## src/include/rsse_pkg.sv

```systemverilog
/*
 * Constants and types for the reset sampling and strap entry block.
 * Assumes a single 25 MHz clock; no other package is required.
 */
package rsse_pkg;

    // ----------------------------------------------------------------
    // bus control group
    // ----------------------------------------------------------------
    localparam int CTRL_W = 8;
    // control strobes are active low, so the inactive level is all ones
    localparam logic [CTRL_W-1:0] CTRL_INACTIVE = 8'hff;
    localparam logic [CTRL_W-1:0] CTRL_OE_ALL = 8'hff;
    localparam logic [CTRL_W-1:0] CTRL_OE_NONE = 8'h00;

    // ----------------------------------------------------------------
    // reset sequencing
    // ----------------------------------------------------------------
    // cycles for which control outputs are driven inactive before floating
    localparam int DRIVE_INACTIVE_CYCLES = 1;
    localparam int CNT_W = 2;
    localparam logic [CNT_W-1:0] CNT_RESET = 2'h0;
    localparam logic [CNT_W-1:0] CNT_LAST =
        CNT_W'(DRIVE_INACTIVE_CYCLES - 1);

    // ----------------------------------------------------------------
    // values after reset
    // ----------------------------------------------------------------
    localparam logic [2:0] UPPER_ADDR_RESET = 3'h0;
    localparam logic SYNC_RESET = 1'b0;
    localparam logic FLOAT_MODE_RESET = 1'b0;

    typedef enum logic [2:0] {
        RSSE_RUN         = 3'h1,
        RSSE_DRIVE_IDLE  = 3'h2,
        RSSE_FLOAT       = 3'h4
    } rsse_state_t;

endpackage : rsse_pkg

```

## src/include/rsse_sync_if.sv

```systemverilog
/*
 * Carries the synchronised reset level from the synchroniser to the
 * sequencer. Assumes both ends run on the same clock.
 */
`timescale 1ns/10ps

interface rsse_sync_if;
    logic reset_sync_n;

    modport src (output reset_sync_n);
    modport dst (input reset_sync_n);
endinterface : rsse_sync_if

```

## src/hw/rsse_reset_sync.sv

```systemverilog
/*
 * Two flip-flop synchroniser for the external reset pin.
 * Assumes the pin is asynchronous to clk and the clock is running.
 */
`timescale 1ns/10ps

module rsse_reset_sync (
    input wire logic clk,
    input wire logic reset_n,
    input wire logic external_reset_in_n,
    rsse_sync_if.src sync
);

    logic stage1;
    logic stage2;
    logic next_stage1;
    logic next_stage2;

    // ----------------------------------------------------------------
    // synchroniser
    // ----------------------------------------------------------------
    always_comb begin
        next_stage1 = external_reset_in_n;
        next_stage2 = stage1;
    end

    always_ff @(posedge clk or negedge reset_n) begin
        if (!reset_n) begin
            stage1 <= rsse_pkg::SYNC_RESET;
            stage2 <= rsse_pkg::SYNC_RESET;
        end else begin
            stage1 <= next_stage1;
            stage2 <= next_stage2;
        end
    end

    assign sync.reset_sync_n = stage2;

endmodule : rsse_reset_sync

```

## src/hw/rsse_reset_seq.sv

```systemverilog
/*
 * Reset sequencer: aborts bus activity on reset, turns the lock and
 * upper address pins into pulled-up inputs and samples the test float
 * strap on release.
 * Assumes a pad ring that resolves pins from out/oe/pullup signals and
 * a core that takes core_reset_n as its full reset.
 * A pin pulse shorter than one clock period may be missed, and a
 * release during the abort step returns straight to run.
 */
`timescale 1ns/10ps

module rsse_reset_seq (
    input wire logic clk,
    input wire logic reset_n,
    input wire logic external_reset_in_n,
    input wire logic [rsse_pkg::CTRL_W-1:0] core_ctrl,
    input wire logic [rsse_pkg::CTRL_W-1:0] core_ctrl_oe,
    input wire logic core_lock,
    input wire logic core_addr19,
    input wire logic [2:0] core_upper_addr,
    input wire logic core_addr_oe,
    input wire logic lock_in,
    input wire logic addr19_test_float_strap_in,
    input wire logic [2:0] upper_addr_18_16_in,
    output logic [rsse_pkg::CTRL_W-1:0] ctrl_out,
    output logic [rsse_pkg::CTRL_W-1:0] ctrl_oe,
    output logic lock_out,
    output logic lock_oe,
    output logic addr19_test_float_strap_out,
    output logic addr19_test_float_strap_oe,
    output logic [2:0] upper_addr_18_16_out,
    output logic [2:0] upper_addr_18_16_oe,
    output logic pullup_en,
    output logic core_reset_n,
    output logic onchip_test_float_mode
);

    rsse_sync_if sync_if ();

    rsse_reset_sync u_sync (
        .clk(clk),
        .reset_n(reset_n),
        .external_reset_in_n(external_reset_in_n),
        .sync(sync_if.src)
    );

    rsse_pkg::rsse_state_t state;
    rsse_pkg::rsse_state_t next_state;
    logic [rsse_pkg::CNT_W-1:0] cnt;
    logic [rsse_pkg::CNT_W-1:0] next_cnt;
    logic float_mode;
    logic next_float_mode;

    logic [rsse_pkg::CTRL_W-1:0] next_ctrl_out;
    logic [rsse_pkg::CTRL_W-1:0] next_ctrl_oe;
    logic next_lock_out;
    logic next_lock_oe;
    logic next_a19_out;
    logic next_a19_oe;
    logic [2:0] next_ua_out;
    logic [2:0] next_ua_oe;
    logic next_pullup_en;
    logic next_core_reset_n;

    // ----------------------------------------------------------------
    // helpers
    // ----------------------------------------------------------------
    // a low strap at release selects the test float mode
    function automatic logic strap_mode(
        input logic strap_in
    );
        return !strap_in;
    endfunction : strap_mode

    // every state but run keeps the pins and the core in reset
    function automatic logic holds_reset(
        input rsse_pkg::rsse_state_t s
    );
        return s != rsse_pkg::RSSE_RUN;
    endfunction : holds_reset

    // the control enables stay on only during the abort step
    function automatic logic [rsse_pkg::CTRL_W-1:0] reset_ctrl_oe(
        input rsse_pkg::rsse_state_t s
    );
        if (s == rsse_pkg::RSSE_DRIVE_IDLE) begin
            return rsse_pkg::CTRL_OE_ALL;
        end else begin
            return rsse_pkg::CTRL_OE_NONE;
        end
    endfunction : reset_ctrl_oe

    logic in_reset;
    assign in_reset = !sync_if.reset_sync_n;

    // ----------------------------------------------------------------
    // sequencer state
    // ----------------------------------------------------------------
    always_comb begin
        next_state = state;
        next_cnt = cnt;
        next_float_mode = float_mode;
        unique case (state)
            rsse_pkg::RSSE_RUN: begin
                if (in_reset) begin
                    next_state = rsse_pkg::RSSE_DRIVE_IDLE;
                    next_cnt = rsse_pkg::CNT_RESET;
                    next_float_mode = rsse_pkg::FLOAT_MODE_RESET;
                end
            end
            rsse_pkg::RSSE_DRIVE_IDLE: begin
                if (!in_reset) begin
                    next_state = rsse_pkg::RSSE_RUN;
                    next_float_mode = strap_mode(addr19_test_float_strap_in);
                end else if (cnt == rsse_pkg::CNT_LAST) begin
                    next_state = rsse_pkg::RSSE_FLOAT;
                end else begin
                    next_cnt = cnt + 2'h1;
                end
            end
            rsse_pkg::RSSE_FLOAT: begin
                if (!in_reset) begin
                    next_state = rsse_pkg::RSSE_RUN;
                    next_float_mode = strap_mode(addr19_test_float_strap_in);
                end
            end
        endcase
    end

    always_ff @(posedge clk or negedge reset_n) begin
        if (!reset_n) begin
            state <= rsse_pkg::RSSE_FLOAT;
            cnt <= rsse_pkg::CNT_RESET;
            float_mode <= rsse_pkg::FLOAT_MODE_RESET;
        end else begin
            state <= next_state;
            cnt <= next_cnt;
            float_mode <= next_float_mode;
        end
    end

    // ----------------------------------------------------------------
    // pin and core reset drive
    // ----------------------------------------------------------------
    always_comb begin
        next_ctrl_out = core_ctrl;
        next_ctrl_oe = core_ctrl_oe;
        next_lock_out = core_lock;
        next_lock_oe = core_addr_oe;
        next_a19_out = core_addr19;
        next_a19_oe = core_addr_oe;
        next_ua_out = core_upper_addr;
        next_ua_oe = {3{core_addr_oe}};
        next_pullup_en = 1'b0;
        next_core_reset_n = 1'b1;
        if (holds_reset(next_state)) begin
            next_core_reset_n = 1'b0;
            next_lock_oe = 1'b0;
            next_a19_oe = 1'b0;
            next_ua_oe = 3'h0;
            next_lock_out = 1'b1;
            next_a19_out = 1'b1;
            next_ua_out = rsse_pkg::UPPER_ADDR_RESET;
            next_pullup_en = 1'b1;
            next_ctrl_out = rsse_pkg::CTRL_INACTIVE;
            next_ctrl_oe = reset_ctrl_oe(next_state);
        end else if (next_float_mode) begin
            next_ctrl_oe = rsse_pkg::CTRL_OE_NONE;
            next_lock_oe = 1'b0;
            next_a19_oe = 1'b0;
            next_ua_oe = 3'h0;
        end
    end

    always_ff @(posedge clk or negedge reset_n) begin
        if (!reset_n) begin
            ctrl_out <= rsse_pkg::CTRL_INACTIVE;
            ctrl_oe <= rsse_pkg::CTRL_OE_NONE;
            lock_out <= 1'b1;
            lock_oe <= 1'b0;
            addr19_test_float_strap_out <= 1'b1;
            addr19_test_float_strap_oe <= 1'b0;
            upper_addr_18_16_out <= rsse_pkg::UPPER_ADDR_RESET;
            upper_addr_18_16_oe <= 3'h0;
            pullup_en <= 1'b1;
            core_reset_n <= 1'b0;
            onchip_test_float_mode <= rsse_pkg::FLOAT_MODE_RESET;
        end else begin
            ctrl_out <= next_ctrl_out;
            ctrl_oe <= next_ctrl_oe;
            lock_out <= next_lock_out;
            lock_oe <= next_lock_oe;
            addr19_test_float_strap_out <= next_a19_out;
            addr19_test_float_strap_oe <= next_a19_oe;
            upper_addr_18_16_out <= next_ua_out;
            upper_addr_18_16_oe <= next_ua_oe;
            pullup_en <= next_pullup_en;
            core_reset_n <= next_core_reset_n;
            onchip_test_float_mode <= next_float_mode;
        end
    end

endmodule : rsse_reset_seq

```

## config.mk

```make
export PLATFORM = sky130hd
export DESIGN_NAME = rsse_reset_seq
export DESIGN_NICKNAME = d
export VERILOG_FILES = /design/src/include/rsse_pkg.sv /design/src/include/rsse_sync_if.sv /design/src/hw/rsse_reset_sync.sv /design/src/hw/rsse_reset_seq.sv
export SDC_FILE = /design/constraint.sdc
export NUM_CORES = 1
export LEC_CHECK = 0
export ABC_CLOCK_PERIOD_IN_PS = 1900
export BUFFER_PORTS_ARGS = -buffer_cell sky130_fd_sc_hd__buf_2
export CAP_MARGIN = 20
export CORE_MARGIN = 2
export CORE_UTILIZATION = 48
export CTS_BUF_LIST = sky130_fd_sc_hd__clkbuf_4
export CTS_CLUSTER_DIAMETER = 80
export CTS_CLUSTER_SIZE = 8
export DETAILED_ROUTE_END_ITERATION = 6
export GPL_TIMING_DRIVEN = 1
export PLACE_DENSITY = 0.82
export SYNTH_ARGS = -nofsm -noshare
export SYNTH_HDL_FRONTEND = slang
export SYNTH_HIERARCHICAL = 1
export SYNTH_SLANG_ARGS = --single-unit
export TNS_END_PERCENT = 100
```

## constraint.sdc

```tcl
create_clock -name clk -period 1.9 [get_ports clk]
set_input_delay 0.095 -clock clk [delete_from_list [all_inputs] [get_ports clk]]
set_output_delay 0.095 -clock clk [all_outputs]
set_load 0.005 [all_outputs]
```

==> impl_metrics.csv, run 1 <==
group,metric,value,unit
route,vias,1015,
timing,tns,0,ps
synth,synth-seq-cells,32,
critical_path,cp-end-kind,"flop",
cells_and_area,fin_util,0.750,
floorplanning,die_w,56.0,um
critical_path,worst-path-buf-inv,0,
cells_and_area,stdcell_count,206,
route,viasPerCell,4.93,
critical_path,cp_max_fo,15,
synth,ys.flop_type,"dfrtp_1",
clock_network,cts_htree_levels,2,
flow_run,maxCapViolCount,0,
synth,ys_seq_area_frac,0.628,
critical_path,cpPeakStageDelay,610,ps
critical_path,path_class,"flop to flop",
floorplanning,design.core.area,2520,um2
outcome,outcome,"completed",
timing,setup_viol,0,
floorplanning,die_y,56.0,um
cells_and_area,antennaDiodeCount,0,
cells_and_area,multi_input_area,412,um2
route,wl_per_cell,13.9,um
cells_and_area,n_fill_cell,159,
critical_path,path_cells,"xnor2_2 > o21ai_2 > and3_1",
placement,dp_slack,398,ps
cells_and_area,area_delta_synth_final,45.6,%
synth,avgSynthCellArea,13.5,um2
route,drcViolationCount,0,
synth,synth_edf_count,0,
synth,synthArstFlopShare,1.00,
clock_network,clock_sinks,32,
placement,dp.cells,174,
cells_and_area,final_common_cell,"buf_2",
critical_path,critPathTopFamily,"flip-flops",
cells_and_area,mostFrequentLayoutCells,"buf_2 (54), dlygate4sd3_1 (24), dfrtp_1 (20)",
global_route,overflow,0,
critical_path,start_kind,"flop",
clock_network,clk_path_buf_depth,2,
floorplanning,rows,18,
synth,synth_area,1300,um2
critical_path,cp.required,2170,ps
floorplanning,num_io_pins,59,
timing,finalHoldViolCount,0,
timing,maxSlewHeadroom,0.546,
timing,slew_viol_final,0,
clock_network,root_buffer,"clkbuf_4",
synth,ys_top_cells_by_area,"dfrtp_1 (38%), dfstp_2 (24%), nand3b_1 (5.8%)",
global_route,grt_max_degree,33,
power,power.density,1300,nW/um2
global_route,first_global_vias,976,
cells_and_area,layout.area.seq,816,um2
timing,rsz0062_at_grt,"no",
floorplanning,die_area,3140,um2
power,p_leak,0.947,nW
critical_path,cp.arrival,1820,ps
placement,place.gp.congestion,0.795,
placement,port_buffers,54,
route,ant_nets,0,
route,drtPass1Iterations,4,
critical_path,critPathSlowestCell,"dfstp_2",
timing,max_freq,644,MHz
hold_path,min_path_type,"input port to flop",
clock_network,clkTransAtPathRegs,100,ps
clock_network,cts_tree,"yes",
timing,skew,12.0,ps
route,first_iter_violations,26,
synth,synth_cell_type_count,34,
synth,syn-num-nets,127,
timing,finalWorstSetupSlack,346,ps
route,wirelength,2.85,mm
global_route,grt_pass1_wl,4.60,mm
global_route,grt_use_total,0.198,
synth,synth.top_cell.area_share,0.385,
synth,synth_cells,96,
timing,timing.final.crit_share,0.818,
clock_network,numCtsBuffers,5,
synth,synth_top_area_cell,"dfrtp_1",
placement,dp_hpwl,1.73,mm
timing,worst_pin_slew,681,ps
clock_network,postCtsSetupRepairBufs,0,
power,ir_worst_vdd,0.948,mV
cells_and_area,nets,206,
clock_network,clock_latency,340,ps
synth,yosys_warnings,6,
floorplanning,initial_core_util,0.515,
global_route,antenna_found_initial,0,
timing,period_minus_slack,1550,ps
cells_and_area,layout-drive-gt1-share,0.477,
-- where the power goes --
group	internal (mW)	switching, mW	leakage, nW
Sequential	0.947	0.101	0.380
Clock	0.290	0.237	0.0456
Combinational	0.434	0.449	0.521
-- metal layers --
layer / part of all wire / track usage
met3: 0.073 / 0.0767
met1: 0.40 / 0.231
met5: 0 / 0
met2: 0.49 / 0.314
met4: 0.034 / 0.105
-- stage by stage --
step	area [um2]	total power, mW	hold slack (ps)
2_1_floorplan	1300	1.60	-201
3_3_place_gp	1570	1.86	152
3_5_place_dp	1570	1.90	178
4_1_cts	1880	2.46	3.07
5_1_grt	1890	2.62	149
6_report	1890	2.46	131
-- flip-flops by register name, indices dropped and copies added (netlist names) --
register and count:
state 3, upper_addr_18_16_oe 1, onchip_test_float_mode 1, ctrl_oe 8, pullup_en 1, upper_addr_18_16_out 3
cnt 2, u_sync/next_stage2 1, lock_out 1, ctrl_out 8, u_sync/sync.reset_sync_n 1, addr19_test_float_strap_out 1
core_reset_n 1
-- timing repair --
| action | in CTS | in global routing |
|---|---|---|
| setup endpoints to repair | 0 | 0 |
| gates resized for setup | 0 | 0 |
| hold buffers | 23 | 1 |
| hold endpoints to repair | 42 | 1 |
-- cells in the mapped netlist (2+ instances only) --
library cell,n
and3_1,3
buf_4,6
o211ai_1,2
dfstp_2,12
a21o_1,8
o31ai_1,2
nand2_1,2
and2b_2,2
dfrtp_1,20
and2_1,2
clkbuf_1,2
nand3b_1,10
inv_1,4
-- path summary, 6_finish.rpt --
| path | from | end | slack [ps] | cells after the start |
|---|---|---|---|---|
| worst max-delay path | state[2]$_DFF_PN1_ | upper_addr_18_16_out[2]$_DFF_PN0_ | 350 | 3 |
| worst max register to register | state[2]$_DFF_PN1_ | upper_addr_18_16_out[2]$_DFF_PN0_ | 350 | 3 |
| worst min register to register | u_sync/next_stage2$_DFF_PN0_ | u_sync/sync.reset_sync_n$_DFF_PN0_ | 360 | 0 |
| worst min-delay path | addr19_test_float_strap_in | onchip_test_float_mode$_DFF_PN0_ | 130 | 4 |
| min in group asynchronous | reset_n | ctrl_oe[0]$_DFF_PN0_ | 320 | 2 |
| max in group asynchronous | reset_n | upper_addr_18_16_out[1]$_DFF_PN0_ | 1130 | 2 |
-- worst reg2reg max path, delay by kind of cell (launching register included) --
| family | cells | cell delay (ps) |
|---|---|---|
| DFF | 1 | 610 |
| and+or+nand+nor | 1 | 250 |
| xor gates and xnor gates | 1 | 140 |
| AOI/OAI and AO/OA | 1 | 490 |
-- final cells by class --
class | instances | share of cell area
repair buffers | 81 | 0.282
inverters | 4 | 0.00793
flip-flops and latches | 32 | 0.431
clock buffers | 6 | 0.0238
clock inverters | 2 | 0.0185
multi-input cells | 51 | 0.217
well taps | 30 | 0.0198
-- logic make-up after synthesis --
| group | Yosys count | synth area share |
|---|---|---|
| AOI/OAI and AO/OA | 21 | 0.140 |
| muxes | 2 | 0.0164 |
| and+or+nand+nor | 26 | 0.139 |
| buffers and inverters | 13 | 0.0558 |
| DFF | 32 | 0.628 |
| adders and majority gates | 1 | 0.00962 |
| xor gates and xnor gates | 1 | 0.0125 |
Note: power is estimated with default switching activity, not from simulation.
==> run 2: changes to the inputs <==
- ABC_CLOCK_PERIOD_IN_PS: 1900 -> 1500
- clock period: 1.9 -> 1.5 ns (I/O delays scaled with it)
==> impl_metrics.csv, run 2 (same netlist as run 1, synthesis figures left out) <==
group,metric,value,unit
cells_and_area,fin_util,0.763,
clock_network,clock_latency,320,ps
timing,rsz0062_at_grt,"yes",
flow_run,maxCapViolCount,0,
clock_network,numCtsBuffers,5,
placement,port_buffers,54,
floorplanning,die_y,56.0,um
route,vias,1034,
timing,max_freq,692,MHz
route,drcViolationCount,0,
global_route,busiest_layer,"met2",
critical_path,path_cells,"and2b_2 > a221oi_2 > buf_4 > a21o_1",
critical_path,cp_max_fo,8,
critical_path,cp.arrival,1710,ps
global_route,grt_use_total,0.202,
floorplanning,rows,18,
timing,slew_viol_final,0,
global_route,first_global_vias,1048,
critical_path,cpPeakStageDelay,600,ps
clock_network,cts_htree_levels,2,
power,power.density,1630,nW/um2
critical_path,cp.required,1760,ps
clock_network,clkTransAtPathRegs,90,ps
placement,dp_hpwl,1.67,mm
route,wirelength,3.01,mm
placement,place.gp.congestion,0.755,
cells_and_area,mostFrequentLayoutCells,"buf_2 (54), dlygate4sd3_1 (24), dfrtp_1 (20)",
hold_path,min_path_type,"input port to flop",
timing,period_minus_slack,1440,ps
timing,setup_viol,0,
power,p_leak,0.961,nW
cells_and_area,final_area,1920,um2
cells_and_area,area_delta_synth_final,48.0,%
critical_path,cp-end-kind,"flop",
cells_and_area,nets,210,
clock_network,cts_tree,"yes",
global_route,use_met2,0.351,
route,ant_nets,0,
floorplanning,initial_core_util,0.515,
clock_network,root_buffer,"clkbuf_4",
cells_and_area,final_common_cell,"buf_2",
placement,dp.cells,176,
critical_path,worst-path-buf-inv,1,
global_route,antenna_found_initial,0,
global_route,overflow,0,
floorplanning,design.core.area,2520,um2
cells_and_area,layout-drive-gt1-share,0.494,
timing,worst_pin_slew,675,ps
route,viasPerCell,4.92,
cells_and_area,multi_input_area,430,um2
route,drtPass1Iterations,5,
critical_path,critPathTopFamily,"flip-flops",
global_route,grt_pass1_wl,4.84,mm
timing,skew,3.42,ps
cells_and_area,top_regs,"ctrl_oe: 8 flops, ctrl_out: 8 flops",
cells_and_area,layout.area.seq,816,um2
route,wl_per_cell,14.3,um
floorplanning,num_io_pins,59,
critical_path,critPathSlowestCell,"dfstp_2",
placement,dpl_cell_area,1600,um2
timing,finalHoldViolCount,0,
floorplanning,die_w,56.0,um
cells_and_area,stdcell_count,210,
cells_and_area,antennaDiodeCount,0,
timing,maxSlewHeadroom,0.550,
floorplanning,die_area,3140,um2
global_route,use_met3,0.0884,
critical_path,start_kind,"flop",
cells_and_area,n_fill_cell,161,
power,ir_worst_vdd,1.32,mV
clock_network,clk_path_buf_depth,2,
route,first_iter_violations,22,
critical_path,path_class,"flop to flop",
outcome,outcome,"completed",
timing,timing.final.crit_share,0.963,
global_route,grt_max_degree,33,
clock_network,clock_sinks,32,
global_route,met1_usage,0.217,
==> run 2: changes by cell type in the layout (fill, tap and decap cells not counted), sizes merged <==
cell | before | now
clkbuf | 6 | 7
buf | 57 | 60
o32ai | 1 | 2
bufinv | 1 | 0
==> run 2: what timing repair did <==
action,CTS,global route
endpoints found under the hold margin,43,0
resized for setup,0,1
endpoints found under the setup margin,0,10
setup buffers,0,1
hold buffers,24,0
==> run 2: area by class of cell <==
type,instances,area share
repair buffers,84,0.295
well taps,30,0.0195
inverters,4,0.00780
clock inverters,1,0.00260
multi-input cells,52,0.224
clock buffers,7,0.0273
flip-flops and latches,32,0.424
==> run 2: stage by stage <==
step	hold slack [ps]	setup TNS [ps]	total power [mW]	setup WS (ps)
floorplan	-221	0	2.02	85.5
global placement	140	0	2.48	105
detailed placement	153	0	2.52	75.0
CTS	117	0	3.06	47.1
global route	165	-15.2	3.37	-10.5
finish	122	0	3.14	55.4
==> run 2: worst paths after layout <==
path                                         startpoint  cells after the start  slack (ps)                                 end
min reg2reg                u_sync/next_stage2$_DFF_PN0_                      0         360  u_sync/sync.reset_sync_n$_DFF_PN0_
min                          addr19_test_float_strap_in                      4         120    onchip_test_float_mode$_DFF_PN0_
min in group asynchronous                       reset_n                      2         340                ctrl_oe[6]$_DFF_PN0_
max in group asynchronous                       reset_n                      2         730        u_sync/next_stage2$_DFF_PN0_
max                                  state[2]$_DFF_PN1_                      4          60                ctrl_oe[6]$_DFF_PN0_
max reg2reg                          state[2]$_DFF_PN1_                      4          60                ctrl_oe[6]$_DFF_PN0_
==> run 2: metal layers <==
| metal | routed length [um] | share of wire | vias up |
|---|---|---|---|
| met3 | 257 | 0.085 | 8 |
| met5 | 0 | 0 | - |
| met4 | 49 | 0.016 | 0 |
| met2 | 1520 | 0.50 | 53 |
| met1 | 1190 | 0.39 | 475 |
| li1 | - | - | 498 |
==> run 2: worst register-to-register path, stage by stage (launching register included) <==
cell and delay (ps):
dfstp_2 600, and2b_2 250, a221oi_2 240, buf_4 200
a21o_1 110
==> run 2: where the power goes <==
part | switching [mW] | internal [mW] | total [mW]
sequential | 0.156 | 1.20 | 1.36
clock | 0.271 | 0.219 | 0.490
combinational | 0.620 | 0.676 | 1.30
==> run 3: changes to the inputs <==
- MAX_ROUTING_LAYER: unset -> met4
==> impl_metrics.csv, run 3 (same netlist as run 1, synthesis figures left out) <==
group,metric,value,unit
outcome,outcome,"completed",
timing,setup_viol,0,
placement,port_buffers,54,
timing,maxSlewHeadroom,0.549,
timing,slew_viol_final,0,
timing,finalHoldViolCount,0,
clock_network,clock_sinks,32,
cells_and_area,final_common_cell,"buf_2",
timing,skew,3.07,ps
global_route,grt_max_degree,33,
floorplanning,die_w,56.0,um
power,p_seq_frac,0.432,
route,first_iter_violations,24,
cells_and_area,area_delta_synth_final,48.0,%
power,power.density,1630,nW/um2
floorplanning,rows,18,
cells_and_area,n_fill_cell,161,
power,p_int,2.09,mW
timing,rsz0062_at_grt,"yes",
clock_network,numCtsBuffers,5,
power,comb_power_share,0.413,
route,drtPass1Iterations,4,
clock_network,clock_latency,320,ps
clock_network,root_buffer,"clkbuf_4",
floorplanning,die_area,3140,um2
critical_path,cp_max_fo,8,
power,power.switching,1.05,mW
hold_path,min_path_type,"input port to flop",
cells_and_area,nets,210,
cells_and_area,layout-drive-gt1-share,0.494,
power,p_leak,0.961,nW
critical_path,path_class,"flop to flop",
floorplanning,die_y,56.0,um
timing,timing.final.crit_share,0.964,
power,clock_power_share,0.155,
flow_run,maxCapViolCount,0,
clock_network,clkTransAtPathRegs,90,ps
cells_and_area,antennaDiodeCount,0,
route,drcViolationCount,0,
cells_and_area,top_regs,"ctrl_oe: 8 flops, ctrl_out: 8 flops",
cells_and_area,multi_input_area,430,um2
placement,dp.cells,176,
route,drt-met1-wl,1.19,mm
critical_path,cp.required,1760,ps
cells_and_area,layout.area.seq,816,um2
route,wl_per_cell,14.4,um
clock_network,cts_tree,"yes",
global_route,grt_use_total,0.208,
route,ant_nets,0,
global_route,grt_pass1_wl,4.84,mm
power,switching_share,0.333,
critical_path,cp.arrival,1710,ps
clock_network,clk_path_buf_depth,2,
global_route,antenna_found_initial,0,
timing,period_minus_slack,1450,ps
timing,whs,125,ps
global_route,first_global_vias,1050,
critical_path,cp-end-kind,"flop",
floorplanning,design.core.area,2520,um2
placement,place.gp.congestion,0.765,
floorplanning,num_io_pins,59,
route,wl_met3,243,um
route,dr.max_layer_used,"met4",
placement,dp_hpwl,1.67,mm
route,viasPerCell,4.93,
cells_and_area,mostFrequentLayoutCells,"buf_2 (54), dlygate4sd3_1 (24), dfrtp_1 (20)",
floorplanning,initial_core_util,0.515,
global_route,overflow,0,
critical_path,start_kind,"flop",
route,vias,1036,
route,wirelength,3.02,mm
timing,max_freq,692,MHz
clock_network,cts_htree_levels,2,
timing,worst_pin_slew,677,ps
power,ir_worst_vdd,1.32,mV
route,wl_met2,1.53,mm
cells_and_area,stdcell_count,210,
run 3: cell counts in the layout (fill, tap and decap cells not counted):
Identical to the previous run, type by type.
run 3: power by group through the flow:
stage / Combinational [mW] / Sequential [mW] / Clock (mW)
CTS: 1.21 / 1.34 / 0.514
global route: 1.43 / 1.39 / 0.550
detailed placement: 1.16 / 1.35 / 0
finish: 1.30 / 1.36 / 0.488
floorplan: 0.644 / 1.38 / 0
global placement: 1.14 / 1.34 / 0
run 3: layout make-up:
type / count / area share
sequential: 32 / 0.424
inverter: 4 / 0.00780
clock buffer: 7 / 0.0273
tap: 30 / 0.0195
clock inverter: 1 / 0.00260
timing repair buffer: 84 / 0.295
multi-input combinational: 52 / 0.224
run 3: critical path, stage by stage, from the launching register on:
cell and delay, ps:
dfstp_2 600, and2b_2 250, a221oi_2 240, buf_4 200
a21o_1 100
run 3: worst paths after layout:
kind	start	endpoint	slack [ps]	depth (start not counted)
min in group asynchronous	reset_n	ctrl_oe[6]$_DFF_PN0_	340	2
max in group asynchronous	reset_n	u_sync/sync.reset_sync_n$_DFF_PN0_	730	2
setup reg to reg	state[2]$_DFF_PN1_	ctrl_oe[6]$_DFF_PN0_	50	4
setup / recovery	state[2]$_DFF_PN1_	ctrl_oe[6]$_DFF_PN0_	50	4
hold reg to reg	u_sync/next_stage2$_DFF_PN0_	u_sync/sync.reset_sync_n$_DFF_PN0_	360	0
hold / removal	addr19_test_float_strap_in	onchip_test_float_mode$_DFF_PN0_	120	4
run 3: repair_timing:
action	CTS	global route
hold endpoints to repair	43	0
setup endpoints to repair	0	10
resized for setup	0	1
hold buffers	24	0
setup buffers	0	1
run 3: per-stage QoR:
stage	utilization	total power, mW	TNS [ps]	cell area [um2]	setup slack (ps)
after global routing	0.763	3.37	-15.4	1920	-10.6
after CTS	0.752	3.06	0	1900	47.1
after global placement	0.634	2.48	0	1600	105
after detailed placement	0.634	2.52	0	1600	75.0
after floorplan	-	2.02	0	1300	85.5
final	0.763	3.14	0	1920	54.4
run 3: routing by layer:
metal  GRT usage  vias to the layer above
met5           -                        -
met4      0.0714                        0
met3      0.0860                        8
met2       0.351                       47
met1       0.218                      483
li1            -                      498
